## config.mk

```make
export PLATFORM = sky130hd
export DESIGN_NAME = supply_supervisor_event_logic
export DESIGN_NICKNAME = d
export VERILOG_FILES = /design/src/cycle_timer.v /design/src/supply_supervisor_event_logic.v
export VERILOG_INCLUDE_DIRS = /design/src /design/src/inc
export SDC_FILE = /design/constraint.sdc
export NUM_CORES = 1
export LEC_CHECK = 0
export BUFFER_PORTS_ARGS = -buffer_cell sky130_fd_sc_hd__buf_4
export CORE_UTILIZATION = 47
export DETAILED_ROUTE_END_ITERATION = 8
export PLACE_DENSITY = 0.75
export SYNTH_ARGS = -nofsm -noshare
export SYNTH_HDL_FRONTEND = slang
export SYNTH_SLANG_ARGS = --single-unit
```

## constraint.sdc

```tcl
create_clock -name clk -period 1.66 [get_ports clk]
set_input_delay 0.332 -clock clk [delete_from_list [all_inputs] [get_ports clk]]
set_output_delay 0.332 -clock clk [all_outputs]
set_load 0.01 [all_outputs]
```

## src/inc/supv_map.vh

```
// Constants for the supply supervisor event logic: reset values and timing.
`ifndef SUPV_MAP_VH
`define SUPV_MAP_VH
`define CLK_MHZ            40
`define RIE_RESET          16'h1100
`define RIE_LOW_POR_BIT    8
`define RIE_HIGH_POR_BIT   12
`define REG_CMD_SWITCHED   2'h2
`define MASK_TIME_US       2
`define STALL_SLOW_US      150
`define STALL_FAST_US      2
`define MASK_CYC           (`MASK_TIME_US * `CLK_MHZ)
`define STALL_SLOW_CYC     (`STALL_SLOW_US * `CLK_MHZ)
`define STALL_FAST_CYC     (`STALL_FAST_US * `CLK_MHZ)
`define LPM_ACTIVE         3'h0
`define LPM_TWO            3'h2
`define LPM_THREE          3'h3
`define LPM_FOUR           3'h4
`endif

```

## src/cycle_timer.v

```verilog
// Down-counting delay timer with a one-cycle done pulse and busy level.
`timescale 1ns/1ps
module cycle_timer #(
  parameter W = 13
) (
  input  wire         clk,
  input  wire         srst,
  input  wire         start,     // Loads the count; restarts if running.
  input  wire [W-1:0] load_val,  // Cycles to run, at least one.
  output reg          busy_ff,   // High while the count runs.
  output reg          done_ff    // One-cycle pulse when the count ends.
);
  reg [W-1:0] cnt_ff;            // Remaining cycles.

  // A restart while running simply reloads, so the latest request wins, long or short.
  always @(posedge clk) begin
    if (srst) begin
      cnt_ff  <= {W{1'b0}};
      busy_ff <= 1'b0;
      done_ff <= 1'b0;
    end else if (start) begin
      cnt_ff  <= load_val;
      busy_ff <= 1'b1;
      done_ff <= 1'b0;
    end else if (busy_ff) begin
      if (cnt_ff <= {{(W-1){1'b0}}, 1'b1}) begin
        busy_ff <= 1'b0;
        done_ff <= 1'b1;
      end else begin
        done_ff <= 1'b0;
      end
      cnt_ff <= cnt_ff - {{(W-1){1'b0}}, 1'b1};
    end else begin
      done_ff <= 1'b0;
    end
  end
endmodule // cycle_timer

```

## src/supply_supervisor_event_logic.v

```verilog
// Supply supervisor and monitor event, flag and reset-request logic.
// Behaviour
// - Hold supervisor events during DMA, then deliver.
// - Brownout sets both POR enables, value 1100h.
// - Switched reference in deep sleep or command 10b.
// - Switched reference, high mode bit clear: no events.
// - Mask events 2 us after full-performance re-enable.
// - Wake stall 150 us normal, else 2 us.
// - Mode bit clear: comparators off in deep sleep.
// - Power-up clear or POR re-enables both supervisors.
// - Trip sets flag; POR if side enabled.
// - Tri-state GPIO while supervisor flags set and unsettled.
// - Control write after power-up clear re-arms flags.
// - Exit flag writable; vector read clears it.
`timescale 1ns/1ps
`include "supv_map.vh"
module supply_supervisor_event_logic #(
  parameter TW = 13
) (
  input  wire        clk,
  input  wire        srst,             // Brownout reset.
  input  wire        power_up_clear,   // One-cycle soft reset pulse.
  input  wire [2:0]  lpm_mode,         // Current low-power mode, 0 = active.
  input  wire        dma_active,       // DMA transfer in progress.
  input  wire [1:0]  cmp_trip,         // Raw comparator trips, [1]=high.
  input  wire [1:0]  mon_trip,         // Raw monitor trips, [1]=high.
  input  wire [1:0]  supervisor_lowpower_mode_bit, // [1]=high side.
  input  wire [1:0]  supervisor_full_performance,  // [1]=high side.
  input  wire        low_monitor_full_performance,
  input  wire        low_monitor_enable,
  input  wire [1:0]  sup_enable_wr,    // Software enable write data.
  input  wire [1:0]  ctl_write,        // Write strobe to side's control reg.
  input  wire [1:0]  regulator_command_field,
  input  wire        regulator_command_wr,
  input  wire        rie_wr,           // Write to reset/interrupt enable.
  input  wire [15:0] rie_wdata,
  input  wire [1:0]  flag_clear,       // Software clears trip flags.
  input  wire [1:0]  mon_flag_clear,   // Software clears monitor flags.
  input  wire        exit_flag_wr,     // Write to the deep-sleep exit flag.
  input  wire        exit_flag_wdata,
  input  wire        deep_sleep_exit,  // Hardware wake from deepest sleep.
  input  wire        vector_read,      // Reset vector word entry read.
  output reg  [15:0] reset_interrupt_enable_reg,
  output reg  [1:0]  supervisor_trip_flag,
  output reg  [1:0]  monitor_trip_flag,
  output reg         deep_sleep_exit_flag,
  output reg         por_request_ff,   // One-cycle power-on reset request.
  output reg         irq_event_ff,     // One-cycle interrupt event.
  output reg         gpio_hiz_ff,      // All GPIO forced high impedance.
  output reg         cpu_stall_ff,     // CPU held after wake from mode three or four.
  output reg         switched_ref_ff,  // Regulator reference is switched.
  output reg  [1:0]  cmp_on_ff         // Comparator power, per side.
);
  // Timer loads in clock cycles. The counts are worked out as integers and
  // then cut to the timer width on purpose; TW must stay wide enough for
  // the long wake stall, or the stall would silently wrap to a short one.
  localparam integer MASK_I = `MASK_CYC;       // Event mask length.
  localparam integer SLOW_I = `STALL_SLOW_CYC; // Stall, normal mode.
  localparam integer FAST_I = `STALL_FAST_CYC; // Stall, fast wake.
  localparam [TW-1:0] MASK_LD = MASK_I[TW-1:0];
  localparam [TW-1:0] SLOW_LD = SLOW_I[TW-1:0];
  localparam [TW-1:0] FAST_LD = FAST_I[TW-1:0];

  // Deep low-power modes two to four. Both the comparator power-down and
  // the switched reference hang off this one decode, so the two can never
  // disagree about which modes count as deep.
  function deep_lpm;
    input [2:0] m;
    begin
      deep_lpm = (m >= `LPM_TWO) && (m <= `LPM_FOUR);
    end
  endfunction

  // Internal state. Bit 1 is always the high side and bit 0 the low side,
  // matching the pairing of every two-bit port except regulator_command_field.
  reg [1:0] sup_en_ff;      // Supervisor enabled per side.
  reg [1:0] armed_ff;       // Flag function armed per side.
  reg [1:0] pend_sup_ff;    // Held supervisor events.
  reg [1:0] pend_mon_ff;    // Held monitor events.
  reg       cmd_sw_ff;      // Software asked for switched reference.
  reg [2:0] lpm_ff;         // Previous mode, for wake detection.
  reg [1:0] nxt_cmp_on;
  wire      mask_busy;
  wire      stall_busy;
  wire      deep_now  = deep_lpm(lpm_mode);
  wire      wake      = deep_lpm(lpm_ff) && (lpm_mode == `LPM_ACTIVE);
  wire      wake_34   = wake && (lpm_ff == `LPM_THREE ||
                                 lpm_ff == `LPM_FOUR);

  // Comparators follow enable, dropping in deep sleep without mode bit.
  // Powering them down saves sleep current, at the price of a settling
  // period on every wake; setting the mode bit trades the other way.
  always @* begin
    nxt_cmp_on = sup_en_ff & ~({2{deep_now}} &
                               ~supervisor_lowpower_mode_bit);
  end

  // Re-enable in full performance starts the event mask.
  wire [1:0] reon       = nxt_cmp_on & ~cmp_on_ff;
  wire       mask_start = |(reon & supervisor_full_performance);
  // Low side slow unless both parts are off or in full performance.
  wire low_fast = (~sup_en_ff[0] & ~low_monitor_enable) |
                  (supervisor_full_performance[0] &
                   low_monitor_full_performance);
  wire [TW-1:0] stall_ld = low_fast ? FAST_LD : SLOW_LD;

  // Event mask timer. Only a re-enable in full performance starts it; a
  // normal-mode comparator settles behind its own longer delay.
  cycle_timer #(.W(TW)) u_mask (
    .clk      (clk),
    .srst     (srst),
    .start    (mask_start),
    .load_val (MASK_LD),
    .busy_ff  (mask_busy),
    .done_ff  ()
  );

  // Wake stall timer. It starts on the cycle the mode returns to active
  // from three or four; the load is chosen from the low side settings.
  cycle_timer #(.W(TW)) u_stall (
    .clk      (clk),
    .srst     (srst),
    .start    (wake_34),
    .load_val (stall_ld),
    .busy_ff  (stall_busy),
    .done_ff  ()
  );

  // Events are suppressed in switched mode with the high mode bit clear.
  // The mask gates the same path, so a blocked trip is dropped, not held:
  // only a DMA transfer parks events for later delivery.
  wire evt_block = (switched_ref_ff & ~supervisor_lowpower_mode_bit[1]) |
                   mask_busy;
  wire [1:0] sup_evt = cmp_trip & cmp_on_ff & armed_ff &
                       {2{~evt_block}};
  wire [1:0] mon_evt = mon_trip & armed_ff & {2{~evt_block}};
  wire [1:0] all_sup = sup_evt | pend_sup_ff;
  wire [1:0] all_mon = mon_evt | pend_mon_ff;
  wire [1:0] por_en  = {reset_interrupt_enable_reg[`RIE_HIGH_POR_BIT],
                        reset_interrupt_enable_reg[`RIE_LOW_POR_BIT]};

  // Main state: enables, arming, pending events, flags and outputs.
  // Everything shares one process so that every output leaves a flip-flop
  // and a flag set and its clear are resolved in one place.
  always @(posedge clk) begin
    if (srst) begin
      reset_interrupt_enable_reg <= `RIE_RESET;
      sup_en_ff            <= 2'h3;
      armed_ff             <= 2'h3;
      pend_sup_ff          <= 2'h0;
      pend_mon_ff          <= 2'h0;
      supervisor_trip_flag <= 2'h0;
      monitor_trip_flag    <= 2'h0;
      deep_sleep_exit_flag <= 1'b0;
      por_request_ff       <= 1'b0;
      irq_event_ff         <= 1'b0;
      gpio_hiz_ff          <= 1'b0;
      cpu_stall_ff         <= 1'b0;
      switched_ref_ff      <= 1'b0;
      cmd_sw_ff            <= 1'b0;
      cmp_on_ff            <= 2'h0;
      lpm_ff               <= `LPM_ACTIVE;
    end else begin
      lpm_ff    <= lpm_mode;
      cmp_on_ff <= nxt_cmp_on;
      if (regulator_command_wr) begin
        cmd_sw_ff <= (regulator_command_field == `REG_CMD_SWITCHED);
      end
      switched_ref_ff <= deep_now | cmd_sw_ff;
      if (rie_wr) begin
        reset_interrupt_enable_reg <= rie_wdata;
      end
      // Power-up clear turns supervisors on; software may change later.
      if (power_up_clear) begin
        sup_en_ff <= 2'h3;
        // Flag function drops for any side that was off before.
        armed_ff  <= armed_ff & sup_en_ff;
      end else begin
        sup_en_ff <= (sup_en_ff & ~ctl_write) | (sup_enable_wr & ctl_write);
        armed_ff  <= armed_ff | ctl_write;
      end
      // During DMA events are parked; none is dropped.
      // Parked events merge per side, so two trips of one side during a
      // long transfer come out as a single delivery.
      if (dma_active) begin
        pend_sup_ff          <= all_sup;
        pend_mon_ff          <= all_mon;
        por_request_ff       <= 1'b0;
        irq_event_ff         <= 1'b0;
      end else begin
        pend_sup_ff    <= 2'h0;
        pend_mon_ff    <= 2'h0;
        por_request_ff <= |(all_sup & por_en);
        irq_event_ff   <= |(all_sup | all_mon);
      end
      // Set beats clear so a trip in the clear cycle stays visible.
      // A vector read clears both sides of both flag sets at once.
      supervisor_trip_flag <= (supervisor_trip_flag &
                               ~(flag_clear | {2{vector_read}})) |
                              (dma_active ? 2'h0 : all_sup);
      monitor_trip_flag    <= (monitor_trip_flag &
                               ~(mon_flag_clear | {2{vector_read}})) |
                              (dma_active ? 2'h0 : all_mon);
      // Exit flag: hardware set wins over read clear and write.
      // Software learns of the flag only through the vector word read.
      if (deep_sleep_exit) begin
        deep_sleep_exit_flag <= 1'b1;
      end else if (exit_flag_wr) begin
        deep_sleep_exit_flag <= exit_flag_wdata;
      end else if (vector_read) begin
        deep_sleep_exit_flag <= 1'b0;
      end
      // Pins float while a supervisor flag is up and comparators still settle.
      // The start term covers the first cycle, before the timer is busy.
      gpio_hiz_ff  <= (|supervisor_trip_flag) &
                      (mask_busy | mask_start);
      // The cycle after the wake stalls too, so no instruction slips through
      // while the timer loads.
      cpu_stall_ff <= stall_busy | wake_34;
    end
  end
endmodule // supply_supervisor_event_logic

```

# ---- After elaboration in Yosys (flattened, before gate mapping)
# Cells that the tools add are included.
dict set report totals {
  memories 0
  mem_bits_ro 0
  mem_bits_rw 0
  out_inout_bits 28
  word_cells 110
  latchBits 0
  input_bits 49
  regBits 68
}
dict set report classes {
  bitwise_logic 44
  n_addsub 2
  n_reduce_logical 17
  order_cmp 6
  mul 0
  mux 17
  n_div 0
  eq_ne 3
  shifts 0
}
# operator n
set op_table {}
lappend op_table {{$mux 13} 3}
lappend op_table {{$and 2x2->2} 15}
lappend op_table {{$le 13x1->1 const B} 2}
lappend op_table {{$sub 13x1->13 const B} 2}
lappend op_table {{$or 2x2->2} 9}
lappend op_table {{$mux 7} 2}
lappend op_table {{$reduce_or 2->1} 7}
lappend op_table {{$not 2->2} 6}
lappend op_table {{$mux 1} 9}
lappend op_table {{$ge 3x2->1 const B} 2}
lappend op_table {{$le 3x3->1 const B} 2}
lappend op_table {{$mux 2} 3}
lappend op_table {{$not 1->1} 5}
lappend op_table {{$or 1x1->1} 5}
lappend op_table {{$and 1x1->1} 4}
lappend op_table {{$logic_and 1x1->1} 4}
lappend op_table {{$reduce_bool 2->1} 2}
lappend op_table {{$eq 3x2->1 const B} 1}
lappend op_table {{$eq 3x3->1 const B} 1}
lappend op_table {{$logic_not 3->1} 1}
lappend op_table {{$reduce_bool 3->1} 1}
lappend op_table {{$reduce_or 3->1} 1}
lappend op_table {{$eq 2x2->1 const B} 1}
lappend op_table {{$logic_or 1x1->1} 1}

# ---- Logic depth before layout (Yosys ltp)
dict set report logic_depth {
  depth_word 10
  ltp_mapped 7
  ltp_nobuf 6
}

# ---- Cells and area by module
# Synthesis repeated with hierarchy kept, for this count alone.
dict set report hier_totals {
  cells_unflattened 352
  area_unflattened_um2 3190.6
}
# mod n_inst area_per_inst_um2 cells_each seq_area_each_um2
set modules_own_cells {}
lappend modules_own_cells {supply_supervisor_event_logic 1 1604.0 166 800.8}
lappend modules_own_cells {cycle_timer 2 793.3 93 300.3}

# ---- Worst setup path before layout
# Ideal clock, no wire load.
dict set report synth_timing {
  path_kind {reg-to-reg}
  from {reg u_stall.cnt_ff[4]}
  to {reg u_stall.cnt_ff[10]}
  setup_ps 122
  stages_incl_launch_ff 5
  required_time_ps 1538
  path_buffers 0
  setup_slack_ps 105
  synth_period_minus_slack_ps 1555
  t_arrival_ps 1434
  cell_sequence {dfxtp_1 > or4_4 > nor4_1 > nand3_1 > o311a_1}
}
dict set report synth_via {
  elab_chain_cells 3
}
# element line_no
set synth_lines {}
lappend synth_lines {{start, declared} cycle_timer.v:13} ;# reg [W-1:0] cnt_ff;
lappend synth_lines {{start signal, assigned} cycle_timer.v:18} ;# cnt_ff <= {W{1'b0}};
lappend synth_lines {{start signal, assigned} cycle_timer.v:22} ;# cnt_ff <= load_val;
lappend synth_lines {{start signal, assigned} cycle_timer.v:32} ;# cnt_ff <= cnt_ff - {{(W-1){1'b0}}, 1'b1};
lappend synth_lines {{$sub 13x1->13} cycle_timer.v:32}
lappend synth_lines {{$mux 13} cycle_timer.v:25} ;# end else if (busy_ff) begin
lappend synth_lines {{$mux 13} cycle_timer.v:21} ;# end else if (start) begin
# Every way passes these cells. The select of a mux whose other input is x is not followed.
# A chain may end at the register's enable or synchronous reset.

# ---- Worst setup path after layout
dict set report layout_timing {
  from {reg u_stall.busy_ff}
  to {reg u_stall.cnt_ff[9]}
}
dict set report layout_via {
  elab_chain_cells 1
}
# element line_no
set layout_lines {}
lappend layout_lines {{start, declared} cycle_timer.v:10} ;# output reg busy_ff,
lappend layout_lines {{start signal, assigned} cycle_timer.v:19} ;# busy_ff <= 1'b0;
lappend layout_lines {{start signal, assigned} cycle_timer.v:23} ;# busy_ff <= 1'b1;
lappend layout_lines {{start signal, assigned} cycle_timer.v:27} ;# busy_ff <= 1'b0;
lappend layout_lines {{$reduce_bool 2->1 (no source line)} -}
# Every way passes these cells.

==> results.toml <==
[detailed_routing]
via_count = 2533
dr.pass1.iters = 4
routed_via_density = 5.45
drc = 0
wl_um = 6750
wl_per_cell_um = 14.5
drt.antenna.violating_nets = 0
drt_iter0_markers = 117

[sta]
fin_skew_ns = 0.00907
worst_pin_slew_ns = 0.567
hold_viol = 0
rsz0062_at_grt = "false"
hold_slack_ns = 0.191
fin_crit_ns = 1.56
fmax_ghz = 0.641
min_period_over_period_pct = 94.0
setup_tns_ns = 0
slew_viol_final = 0
slew_headroom_pct = 61.1
setup_violations = 0

[global_routing]
grt_pass1_vias = 2373
antenna_found_initial = 0
grt_overflow = 0
grt_pass1_wl_um = 10900
grt_usage_pct = 22.1
grt_max_degree = 35

[setup_path]
cpMaxStageDelayCell = "or4b_4"
path_cells = "or4b_4 > nor4_4 > xnor2_1 > a21oi_1"
worstSetupPathType = "reg -> reg"
end_kind = "flop"
critPathMaxFanout = 6
arrival_ns = 1.78
startpoint_type = "flop"
slowest_delay_ns = 0.55
critPathBufInv = 0
required_ns = 1.88
cp_top_family = "simple AND/OR/NAND/NOR gates"

[logic_synthesis]
synth_nets = 357
avgSynthCellArea_um2 = 9.51
synth_cells = 304
ys_top_cells_by_area = "dfxtp_1 47%, nor2_1 6.2%, mux2i_1 5.9%, nor4_1 3.2%, xnor2_1 3.0%"
synth_edf_count = 0
async_reset_ff_share_pct = 0
synthDominantCellAreaShare_pct = 47.1
synth_seq_cells = 68
post_synth_instance_area_um2 = 2890
yosysWarnings = 0
synth_cell_type_count = 48
yosys.area.top_type = "dfxtp_1"
synth_flop_cell = "dfxtp_1"
yosysSeqAreaShare_pct = 47.1

[clocking]
cts_made_buffers = 9
cts_buffer_depth = 2
hold_buffers = 0
clock-sinks = 68
cts_max_level = 3
cts_tree = "yes"
clk_pin_slew_worst_paths_ns = 0.08
cts_root_buf = "clkbuf_8"
insertion_delay_ns = 0.34

[final_layout]
final_common_cell = "buf_4"
synthToLayoutAreaGrowth_pct = 32.7
n_antenna_cell = 0
nets = 438
fin_cells = 465
largest_register_ffs = 16
fin_area_um2 = 3830
drive_gt1_share_pct = 30.0
final_cell_mix = "84 x buf_4, 65 x dfxtp_1, 48 x nor2_1"

[placement]
dpl.hpwl_um = 4900
port_buffers = 76
placed_area_um2 = 3550
numPlacedInstances = 448
gp_congestion = 0.857

[floorplan]
die-height_um = 80.4
rows = 28
core_um2 = 5920
start_util_pct = 48.8
die_w_um = 80.4
io_pins = 77
die_area_um2 = 6470

[pwr]
ir_drop_uv = 665
p_per_area_nw_per_um2 = 1070
cellLeakagePower_nw = 1.63

[outcome]
outcome = "finished clean"

[job]
cap_violations = 0

[hold_path]
hp-class = "in -> reg"
## kinds of logic after synthesis
| logic type | synth area share (%) |
|---|---|
| AOI/OAI and AO/OA | 12.9 |
| xor gates and xnor gates | 5.76 |
| and+or+nand+nor | 23.3 |
| muxes | 5.89 |
| adders and majority gates | 1.73 |
| DFF | 47.1 |
| buffers and inverters | 3.33 |
## power by group
part / total (mW) / switching (mW) / internal [mW]
clock network: 1.67 / 0.635 / 1.04
registers: 1.81 / 0.0862 / 1.72
logic: 0.625 / 0.305 / 0.320
## Yosys cell counts (4+ instances only)
cell       count
a41oi_1        5
clkbuf_1      11
o21ai_0        8
a31oi_1        5
nand2b_1       5
nand2_1       10
nand3_1        4
nor2_1        48
ha_1           4
dfxtp_1       68
a2bb2oi_1      5
mux2i_1       17
inv_1         10
nor2b_1        6
a21oi_1       13
xnor2_1       10
xor2_1         9
nor4_1        15
nor3_1         6
## timing repair
item                       in CTS  in global routing
gates resized for setup         0                  7
setup buffers                   0                  1
setup endpoints to repair       0                  6
## metrics by stage
stage	util (%)	power [mW]	worst slack, ns
floorplan	-	2.20	0.105
global placement	59.9	2.44	0.0782
detailed placement	59.9	2.46	-0.0217
CTS	64.1	4.12	0.0347
global route	64.8	4.29	0.00617
finish	64.8	4.11	0.0995
## metal layers
metal / vias up / track usage, % / routed length [um]
met1: 1202 / 28.2 / 3140
li1: 1268 / - / -
met3: 7 / 6.36 / 298
met5: - / 0 / 0
met2: 56 / 35.7 / 3250
met4: 0 / 7.14 / 69
## worst paths after layout
check,from,to,slack [ns],cells past startpoint
worst max register to register,u_stall.busy_ff,u_stall.cnt_ff[9],0.1,4
worst max-delay path,u_stall.busy_ff,u_stall.cnt_ff[9],0.1,4
worst min register to register,cmd_sw_ff,switched_ref_ff,0.48,2
worst min-delay path,rie_wdata[12],reset_interrupt_enable_reg[12],0.19,2
## cell type report
cell class / count / area (um2)
inverter: 10 / 37.5
sequential: 68 / 1370
clock inverter: 6 / 111
fill: 491 / 2090
multi-input combinational: 212 / 1460
timing repair buffer: 84 / 631
clock buffer: 10 / 138
tap: 75 / 93.8
(Power assumes the default switching activity.)
